**config.mk**
```make
export PLATFORM = sky130hd
export DESIGN_NAME = acr_host_flat
export DESIGN_NICKNAME = d
export VERILOG_FILES = /design/src/pkg/acr_pkg.sv /design/src/pkg/acr_if.sv /design/src/acr_host.sv /design/src/flat_wrapper.sv
export VERILOG_INCLUDE_DIRS = /design/src /design/src/pkg
export SDC_FILE = /design/constraint.sdc
export NUM_CORES = 1
export LEC_CHECK = 0
export BUFFER_PORTS_ARGS = -buffer_cell sky130_fd_sc_hd__buf_2
export CAP_MARGIN = 30
export CORE_MARGIN = 5
export CORE_UTILIZATION = 48
export DETAILED_ROUTE_END_ITERATION = 8
export PLACE_DENSITY = 0.8
export SYNTH_ARGS = -nofsm -noshare
export SYNTH_HDL_FRONTEND = slang
export SYNTH_SLANG_ARGS = --single-unit
```
**constraint.sdc**
```tcl
create_clock -name mclk_i -period 2.4 [get_ports mclk_i]
set_input_delay 0.24 -clock mclk_i [delete_from_list [all_inputs] [get_ports mclk_i]]
set_output_delay 0.24 -clock mclk_i [all_outputs]
set_load 0.01 [all_outputs]
```
**src/pkg/acr_cfg.svh**
```systemverilog
/*
 configuration constants for the converter setup and result registers.
 assumes inclusion by bare name from the device, host, checker and bench modules.
*/
`ifndef ACR_CFG_SVH
`define ACR_CFG_SVH
`define ACR_SETUP_RESET 8'hF0
`define ACR_EN_LSB 4
`define ACR_EN_MSB 7
`define ACR_REFSEL_BIT 3
`define ACR_BUS_GLITCH_FILTER_BYPASS_BIT 2
`define ACR_BTD_BIT 1
`define ACR_SMD_BIT 0
`define ACR_TAG_MSB 13
`define ACR_TAG_LSB 12
`define ACR_DATA_MSB 11
`define ACR_RES_BITS 12
`define ACR_CONV_CYCLES 6'h32
`define ACR_QUIET_CYCLES 4'h4
`define ACR_REG_CTRL 32'h00000000
`define ACR_REG_SETUP 32'h00000004
`define ACR_REG_STATUS 32'h00000008
`define ACR_REG_RESULT 32'h0000000C
`endif

```
**src/pkg/acr_pkg.sv**
```systemverilog
/*
 types shared by both ends of the setup/result link.
 assumes acr_cfg.svh for all numeric constants.
*/
package acr_pkg;
    typedef enum logic [1:0] {ACR_CH0, ACR_CH1, ACR_CH2, ACR_CH3} acr_chan_t;
    typedef enum {ACR_IDLE, ACR_QUIET, ACR_CONV} acr_dev_state_t;
    typedef enum {ACR_H_IDLE, ACR_H_WR, ACR_H_RDHI, ACR_H_RDLO} acr_host_state_t;
endpackage : acr_pkg

```
**src/pkg/acr_if.sv**
```systemverilog
/*
 link between controller (host) and converter control (device).
 assumes one clock shared by both ends; byte stream replaces the serial bus.
*/
`timescale 1ns/100ps
interface acr_if;
    logic wr_stb;
    logic [7:0] wr_byte;
    logic rd_req;
    logic rd_stb;
    logic [7:0] rd_byte;
    logic rd_byte_hi;
    logic bus_busy;
    modport dev (input wr_stb, wr_byte, rd_req, bus_busy,
        output rd_stb, rd_byte, rd_byte_hi);
    modport host (output wr_stb, wr_byte, rd_req, bus_busy,
        input rd_stb, rd_byte, rd_byte_hi);
endinterface : acr_if

```
**src/acr_host.sv**
```systemverilog
/*
 controller end: AXI4-Lite slave registers driving the link.
 assumes a single AXI4-Lite master, one read and one write at a time.
*/
// Added by the designer: the AXI4-Lite interface to the registers and the placing of the registers.
`timescale 1ns/100ps
`include "acr_cfg.svh"
module acr_host
    import acr_pkg::*;
(
    // clock and reset
    input wire logic mclk_i,
    input wire logic rst_b_i,
    // axi4-lite write
    input wire logic [31:0] awaddr_i,
    input wire logic awvalid_i,
    output logic awready_o,
    input wire logic [31:0] wdata_i,
    input wire logic [3:0] wstrb_i,
    input wire logic wvalid_i,
    output logic wready_o,
    output logic [1:0] bresp_o,
    output logic bvalid_o,
    input wire logic bready_i,
    // axi4-lite read
    input wire logic [31:0] araddr_i,
    input wire logic arvalid_i,
    output logic arready_o,
    output logic [31:0] rdata_o,
    output logic [1:0] rresp_o,
    output logic rvalid_o,
    input wire logic rready_i,
    // link
    acr_if.host lnk
);

    ////////////////////////////////////////////////////////////////////////
    logic [31:0] aw_reg;
    logic aw_ok_reg;
    logic [31:0] w_reg;
    logic w_ok_reg;
    logic [15:0] result_reg;
    logic busy_reg;
    logic done_reg;
    logic [7:0] shadow_reg;
    logic do_wr;

    assign do_wr = aw_ok_reg && w_ok_reg && !bvalid_o;

    // write address/data capture in either order
    always_ff @(posedge mclk_i or negedge rst_b_i)
    begin
        if (!rst_b_i)
        begin
            awready_o <= 1'b1;
            wready_o <= 1'b1;
            aw_ok_reg <= 1'b0;
            w_ok_reg <= 1'b0;
            aw_reg <= 32'h00000000;
            w_reg <= 32'h00000000;
            bvalid_o <= 1'b0;
            bresp_o <= 2'h0;
        end
        else
        begin
            if (awvalid_i && awready_o)
            begin
                aw_reg <= awaddr_i;
                aw_ok_reg <= 1'b1;
                awready_o <= 1'b0;
            end
            if (wvalid_i && wready_o)
            begin
                w_reg <= wstrb_i[0] ? wdata_i : 32'h00000000;
                w_ok_reg <= 1'b1;
                wready_o <= 1'b0;
            end
            if (do_wr)
            begin
                bvalid_o <= 1'b1;
                bresp_o <= (aw_reg == `ACR_REG_SETUP ||
                    aw_reg == `ACR_REG_CTRL) ? 2'h0 : 2'h2;
                aw_ok_reg <= 1'b0;
                w_ok_reg <= 1'b0;
            end
            if (bvalid_o && bready_i)
            begin
                bvalid_o <= 1'b0;
                awready_o <= 1'b1;
                wready_o <= 1'b1;
            end
        end
    end

    // link drive: setup write and read request
    always_ff @(posedge mclk_i or negedge rst_b_i)
    begin
        if (!rst_b_i)
        begin
            lnk.wr_stb <= 1'b0;
            lnk.wr_byte <= 8'h00;
            lnk.rd_req <= 1'b0;
            lnk.bus_busy <= 1'b0;
            shadow_reg <= `ACR_SETUP_RESET;
        end
        else
        begin
            lnk.wr_stb <= 1'b0;
            lnk.rd_req <= 1'b0;
            lnk.bus_busy <= 1'b0;
            if (do_wr && aw_reg == `ACR_REG_SETUP)
            begin
                lnk.wr_stb <= 1'b1;
                lnk.wr_byte <= w_reg[7:0];
                lnk.bus_busy <= 1'b1;
                shadow_reg <= w_reg[7:0];
            end
            // start only with some enable set
            else if (do_wr && aw_reg == `ACR_REG_CTRL && w_reg[0] &&
                !busy_reg && (shadow_reg[`ACR_EN_MSB:`ACR_EN_LSB] &
                {~shadow_reg[`ACR_REFSEL_BIT], 3'h7}) != 4'h0)
                lnk.rd_req <= 1'b1;
        end
    end

    // collect two result bytes
    always_ff @(posedge mclk_i or negedge rst_b_i)
    begin
        if (!rst_b_i)
        begin
            result_reg <= 16'h0000;
            busy_reg <= 1'b0;
            done_reg <= 1'b0;
        end
        else
        begin
            if (lnk.rd_req)
                busy_reg <= 1'b1;
            if (lnk.rd_stb && lnk.rd_byte_hi)
                result_reg[15:8] <= lnk.rd_byte;
            if (lnk.rd_stb && !lnk.rd_byte_hi)
            begin
                result_reg[7:0] <= lnk.rd_byte;
                busy_reg <= 1'b0;
                done_reg <= 1'b1; // set wins
            end
            else if (arvalid_i && arready_o &&
                araddr_i == `ACR_REG_RESULT)
                done_reg <= 1'b0;
        end
    end

    // read channel
    always_ff @(posedge mclk_i or negedge rst_b_i)
    begin
        if (!rst_b_i)
        begin
            arready_o <= 1'b1;
            rvalid_o <= 1'b0;
            rdata_o <= 32'h00000000;
            rresp_o <= 2'h0;
        end
        else if (arvalid_i && arready_o)
        begin
            arready_o <= 1'b0;
            rvalid_o <= 1'b1;
            rresp_o <= 2'h0;
            unique case (araddr_i)
                `ACR_REG_CTRL: rdata_o <= 32'h00000000;
                `ACR_REG_SETUP: rdata_o <= {24'h000000, shadow_reg};
                `ACR_REG_STATUS: rdata_o <= {30'h0, done_reg, busy_reg};
                `ACR_REG_RESULT: rdata_o <= {16'h0000, result_reg};
                default:
                begin
                    rdata_o <= 32'h00000000;
                    rresp_o <= 2'h2;
                end
            endcase
        end
        else if (rvalid_o && rready_i)
        begin
            rvalid_o <= 1'b0;
            arready_o <= 1'b1;
        end
    end

endmodule : acr_host

```
**src/flat_wrapper.sv**
```systemverilog
// flat-port wrapper written by rule: the top's interface ports become plain ports
module acr_host_flat import acr_pkg::*;
  (mclk_i, rst_b_i, awaddr_i, awvalid_i, awready_o, wdata_i, wstrb_i, wvalid_i, wready_o, bresp_o, bvalid_o, bready_i, araddr_i, arvalid_i, arready_o, rdata_o, rresp_o, rvalid_o, rready_i, lnk_wr_stb, lnk_wr_byte, lnk_rd_req, lnk_bus_busy, lnk_rd_stb, lnk_rd_byte, lnk_rd_byte_hi);
  acr_if lnk_i ();
  input wire logic mclk_i;
  input wire logic rst_b_i;
  input wire logic [31:0] awaddr_i;
  input wire logic awvalid_i;
  output logic awready_o;
  input wire logic [31:0] wdata_i;
  input wire logic [3:0] wstrb_i;
  input wire logic wvalid_i;
  output logic wready_o;
  output logic [1:0] bresp_o;
  output logic bvalid_o;
  input wire logic bready_i;
  input wire logic [31:0] araddr_i;
  input wire logic arvalid_i;
  output logic arready_o;
  output logic [31:0] rdata_o;
  output logic [1:0] rresp_o;
  output logic rvalid_o;
  input wire logic rready_i;
  output wire logic [$bits(lnk_i.wr_stb)-1:0] lnk_wr_stb;
  output wire logic [$bits(lnk_i.wr_byte)-1:0] lnk_wr_byte;
  output wire logic [$bits(lnk_i.rd_req)-1:0] lnk_rd_req;
  output wire logic [$bits(lnk_i.bus_busy)-1:0] lnk_bus_busy;
  input wire logic [$bits(lnk_i.rd_stb)-1:0] lnk_rd_stb;
  input wire logic [$bits(lnk_i.rd_byte)-1:0] lnk_rd_byte;
  input wire logic [$bits(lnk_i.rd_byte_hi)-1:0] lnk_rd_byte_hi;
  assign lnk_wr_stb = lnk_i.wr_stb;
  assign lnk_wr_byte = lnk_i.wr_byte;
  assign lnk_rd_req = lnk_i.rd_req;
  assign lnk_bus_busy = lnk_i.bus_busy;
  assign lnk_i.rd_stb = lnk_rd_stb;
  assign lnk_i.rd_byte = lnk_rd_byte;
  assign lnk_i.rd_byte_hi = lnk_rd_byte_hi;
  acr_host u_core (.mclk_i(mclk_i), .rst_b_i(rst_b_i), .awaddr_i(awaddr_i), .awvalid_i(awvalid_i), .awready_o(awready_o), .wdata_i(wdata_i), .wstrb_i(wstrb_i), .wvalid_i(wvalid_i), .wready_o(wready_o), .bresp_o(bresp_o), .bvalid_o(bvalid_o), .bready_i(bready_i), .araddr_i(araddr_i), .arvalid_i(arvalid_i), .arready_o(arready_o), .rdata_o(rdata_o), .rresp_o(rresp_o), .rvalid_o(rvalid_o), .rready_i(rready_i), .lnk(lnk_i));
endmodule
```
# Word-level counts from Yosys, hierarchy flattened
# Index checks and enable logic that the tools add are counted.
[word_totals]
ff_bits = 119
in_bits = 117
output_inout_bits = 52
elab_cells = 82
[op_classes]
n_eq_ne = 4
n_mux = 25
bitwise_logic = 2
reduce_logical = 31
[op_table]
columns = ["op", "count"]
rows = [
  ["$eq A32 B3 Y1 const B", 2],
  ["$eq A32 B4 Y1 const B", 2],
  ["$logic_not A32 Y1", 2],
  ["$pmux W16 S3", 1],
  ["$mux W1", 21],
  ["$reduce_bool A2 Y1", 8],
  ["$logic_and A1 B1 Y1", 15],
  ["$mux W8", 1],
  ["$and A4 B4 Y4", 1],
  ["$mux W2", 2],
  ["$reduce_bool A4 Y1", 1],
  ["$reduce_or A4 Y1", 1],
  ["$logic_not A1 Y1", 3],
  ["$logic_or A1 B1 Y1", 1],
  ["$not A1 Y1", 1],
]

# Logic depth before layout (Yosys ltp)
[logic_depth]
ltp_word = 8
ltp_mapped = 6
depth_no_buf = 4

# Worst setup path after synthesis
# Ideal clock, no wire load.
[synth_timing]
path_kind = "reg2reg"
startpoint = "register u_core.bvalid_o"
endpoint = "register u_core.lnk.wr_byte[4]"
setup_time_ns = 0.125
arrival_ns = 1.657
required_time_ns = 2.275
setup_slack_ns = 0.618
stages_incl_launch_ff = 7
n_path_buf = 2
synth_period_minus_slack_ns = 1.782
path_cell_list = "dfrtp_1 > and3b_1 > clkbuf_1 > nand3_1 > nor4_4 > buf_8 > mux2_4"
[synth_between]
elab_chain_len = 3
[synth_rtl]
columns = ["item", "line", "text"]
rows = [
  ["from (decl)", "acr_host.sv:23", "output logic bvalid_o,"],
  ["from (signal assigned)", "acr_host.sv:61", "bvalid_o <= 1'b0;"],
  ["from (signal assigned)", "acr_host.sv:80", "bvalid_o <= 1'b1;"],
  ["from (signal assigned)", "acr_host.sv:88", "bvalid_o <= 1'b0;"],
  ["$logic_not A1 Y1", "acr_host.sv:48", "assign do_wr = aw_ok_reg && w_ok_reg && !bvalid_o;"],
  ["$logic_and A1 B1 Y1", "acr_host.sv:48", ""],
  ["$logic_and A1 B1 Y1 (no source line)", "-", ""],
  ["to (signal assigned)", "acr_host.sv:114", "lnk.wr_byte <= w_reg[7:0];"],
  ["to (decl)", "acr_if.sv:16", "modport host (output wr_stb, wr_byte, rd_req, bus_busy,"],
]
# No other way between the ends.
# A chain may end at the register's enable or synchronous reset.

# Worst setup path in the final report
[layout_timing]
startpoint = "register u_core.arready_o"
endpoint = "register u_core.rdata_o[7]"
[layout_between]
elab_chain_len = 1
[layout_rtl]
columns = ["item", "line", "text"]
rows = [
  ["from (decl)", "acr_host.sv:28", "output logic arready_o,"],
  ["from (signal assigned)", "acr_host.sv:158", "arready_o <= 1'b1;"],
  ["from (signal assigned)", "acr_host.sv:165", "arready_o <= 1'b0;"],
  ["from (signal assigned)", "acr_host.sv:183", "arready_o <= 1'b1;"],
  ["$logic_and A1 B1 Y1", "acr_host.sv:163", "else if (arvalid_i && arready_o)"],
  ["to (signal assigned)", "acr_host.sv:170", "`ACR_REG_SETUP: rdata_o <= {24'h000000, shadow_reg};"],
  ["to (signal assigned)", "acr_host.sv:171", "`ACR_REG_STATUS: rdata_o <= {30'h0, done_reg, busy_reg};"],
  ["to (signal assigned)", "acr_host.sv:172", "`ACR_REG_RESULT: rdata_o <= {16'h0000, result_reg};"],
  ["to (decl)", "acr_host.sv:29", "output logic [31:0] rdata_o,"],
]
# No other way between the ends.

==> flow_summary.toml <==
[logic_synthesis]
synth_top_area_share_pct = 54.7
synthCells = 316
async_flop_share_pct = 100
synth.distinct_cells = 31
synth-seq-cells = 97
netlist_area_sq_um = 4120
yosysMostFrequentCell = "dfrtp_1"
synth_area_leaders = "dfrtp_1, mux2_2, dfstp_2, buf_4, mux2_4"
yosysTopAreaCell = "dfrtp_1"
synth_flop_cell = "dfrtp_1"
synth_commonest_cells = "dfrtp_1, mux2_2, nand2_1, buf_4, o21ai_0"
synth-edff-count = 0
avgSynthCellArea_sq_um = 13.0
ys_seq_area_share_pct = 59.2
yosys_warnings = 0

[timing]
rsz0062_at_grt = "no"
worstMarginPinSlew_ns = 0.564
max_freq_mhz = 508
holdWs_ns = 0.0670
setup_violations = 0
final_hold_viol_count = 0
drv_slew = 0
final.min_clock_period_ns = 1.97
setup_tns_ns = 0
relSlewSlack_pct = 62.3
layout_setup_ws_ns = 0.432
finalCritPeriodShare_pct = 82.0
clock_skew_ns = 0.0134

[finish]
largest_reg_flops = 32
areaGrowthSynthToFinish_pct = 21.5
layout-drive-gt1-share_pct = 49.0
insertedDiodeCount = 0
final_cells = 552
nNetsFinal = 559
utilization_pct = 60.2

[routing]
detail_route.first_pass.iterations = 4
wirelength_mm = 8.66
wl_per_cell_um = 15.7
vias_per_cell = 5.13
vias = 2834
route.antenna.remaining_nets = 0
drt_iter0_markers = 54
drc_errors = 0

[die]
die_w_um = 103
die-area_sq_um = 10500
start_util_pct = 49.6
io_pins = 169
core_area_sq_um = 8300
row_count = 33
dieHeight_um = 103

[global_routing]
gr-total-overflow = 0
grt_pass1_wl_mm = 13.6
grt_max_degree = 40
antenna_found_initial = 1
grt_use_total_pct = 16.9
grt_pass1_vias = 2830

[critical_path]
start_kind = "flop"
crit_type = "flop to flop"
cp.arrival_ns = 2.23
path_cells = "nor4bb_1, nand4_1, or3_1, o21ai_0"
worst-path-max-fanout = 6
cp-end-kind = "flop"
crit_path_max_incr_delay_ns = 0.58
crit_slowest_cell = "dfstp_2"
cp.required_ns = 2.66
worst-r2r-cell-count = 4

[pwr]
clockPowerShare_pct = 26.6
power_density_nw_per_um2 = 854
p_seq_share_pct = 54.5
p_sw_share_pct = 26.9
switchingPower_mw = 1.15
internal_power_mw = 3.12
peakVddDrop_mv = 0.577
pwr-share-comb_pct = 18.9
leakagePower_nw = 2.48

[cts]
cts_tree = "done"
htree_levels = 3
path_clk_slew_ns = 0.09
cts_buffer_depth = 2
clock-root-buffer = "clkbuf_8"
postCtsSetupRepairBufs = 0
clk_latency_ns = 0.35
numCtsBuffers = 9
cts.sinks = 97

[status]
run_status = "finished clean"

[worst_hold_path]
holdPathStages = 2
hold_path.class = "primary input to flop"

[placed_design]
place.gp.congestion = 0.832
io_buffers = 123
hpwl_mm = 6.91
pre_cts_slack_ns = 0.441
dp.cells = 535

[flow_run]
cap_violations = 0
## logic make-up after synthesis
group	count (synthesis)	share of synthesized area, %
flip-flops	97	59.2
AND/OR/NAND/NOR	73	9.64
multiplexers	69	19.5
buffers and inverters	40	6.02
AO/OA/AOI/OAI	36	5.53
other	1	0.0911
## layout by cell type, fill, tap and decap left out, types with 2 or more instances in the layout
master	Yosys	routed
a21oi_1	3	3
a22o_1	10	10
buf_2	0	122
buf_4	23	7
bufinv_16	0	2
clkbuf_8	0	9
conb_1	1	18
dfrtp_1	90	90
dfstp_2	7	7
inv_1	7	7
mux2_2	50	50
mux2_4	10	10
mux2i_1	9	9
nand2_1	32	32
nand3_1	4	4
nand4_1	3	3
nor2_1	9	9
nor2b_1	2	2
nor3_1	2	2
nor4_1	10	10
nor4_2	4	4
o21ai_0	20	20
or3_1	2	2
## per-stage QoR
| step | area (sq um) | power, mW |
|---|---|---|
| floorplan | 4180 | 2.90 |
| global placement | 4770 | 3.12 |
| detailed placement | 4770 | 3.19 |
| CTS | 5000 | 4.33 |
| global route | 5000 | 4.53 |
| finish | 5000 | 4.27 |
## layer usage
| layer | global-route usage (%) | up-vias | routed length (um) |
|---|---|---|---|
| met2 | 28.0 | 128 | 4140 |
| met1 | 20.9 | 1372 | 3410 |
| met4 | 6.36 | 2 | 131 |
| met5 | 0 | - | 13 |
| met3 | 5.21 | 13 | 958 |
| li1 | - | 1319 | - |
## layout make-up
type                       instances  area (sq um)
fill                             679          3300
sequential                        97          2440
multi-input combinational        196          1500
timing repair buffer             131           693
tap                              105           131
clock buffer                      10           128
clock inverter                     6          90.1
inverter                           7          26.3
## repair_timing
item	CTS	global route
endpoints found under the hold margin	36	0
gates resized for setup	0	0
hold buffers	1	0
## worst max-delay path, delay by kind of cell (launching register included)
family	cells	cell delay [ns]
and+or+nand+nor	3	1.08
DFF	1	0.58
AOI/OAI and AO/OA	1	0.21
## final timing paths
path	from	endpoint	slack, ns
worst max-delay path	u_core.arready_o	u_core.rdata_o[7]	0.43
min in group asynchronous	rst_b_i	u_core.rdata_o[13]	0.39
worst min-delay path	arvalid_i	u_core.arready_o	0.07
worst min register to register	u_core.rdata_o[3]	u_core.rdata_o[3]	0.48
worst max register to register	u_core.arready_o	u_core.rdata_o[7]	0.43
max in group asynchronous	rst_b_i	u_core.shadow_reg[5]	1.24
## power groups by stage
stage	Combinational [mW]	Sequential (mW)	Clock, mW
floorplan	0.592	2.31	0
global placement	0.782	2.34	0
detailed placement	0.818	2.37	0
CTS	0.823	2.33	1.17
global route	0.908	2.39	1.24
finish	0.805	2.33	1.14
(Power assumes the default switching activity.)
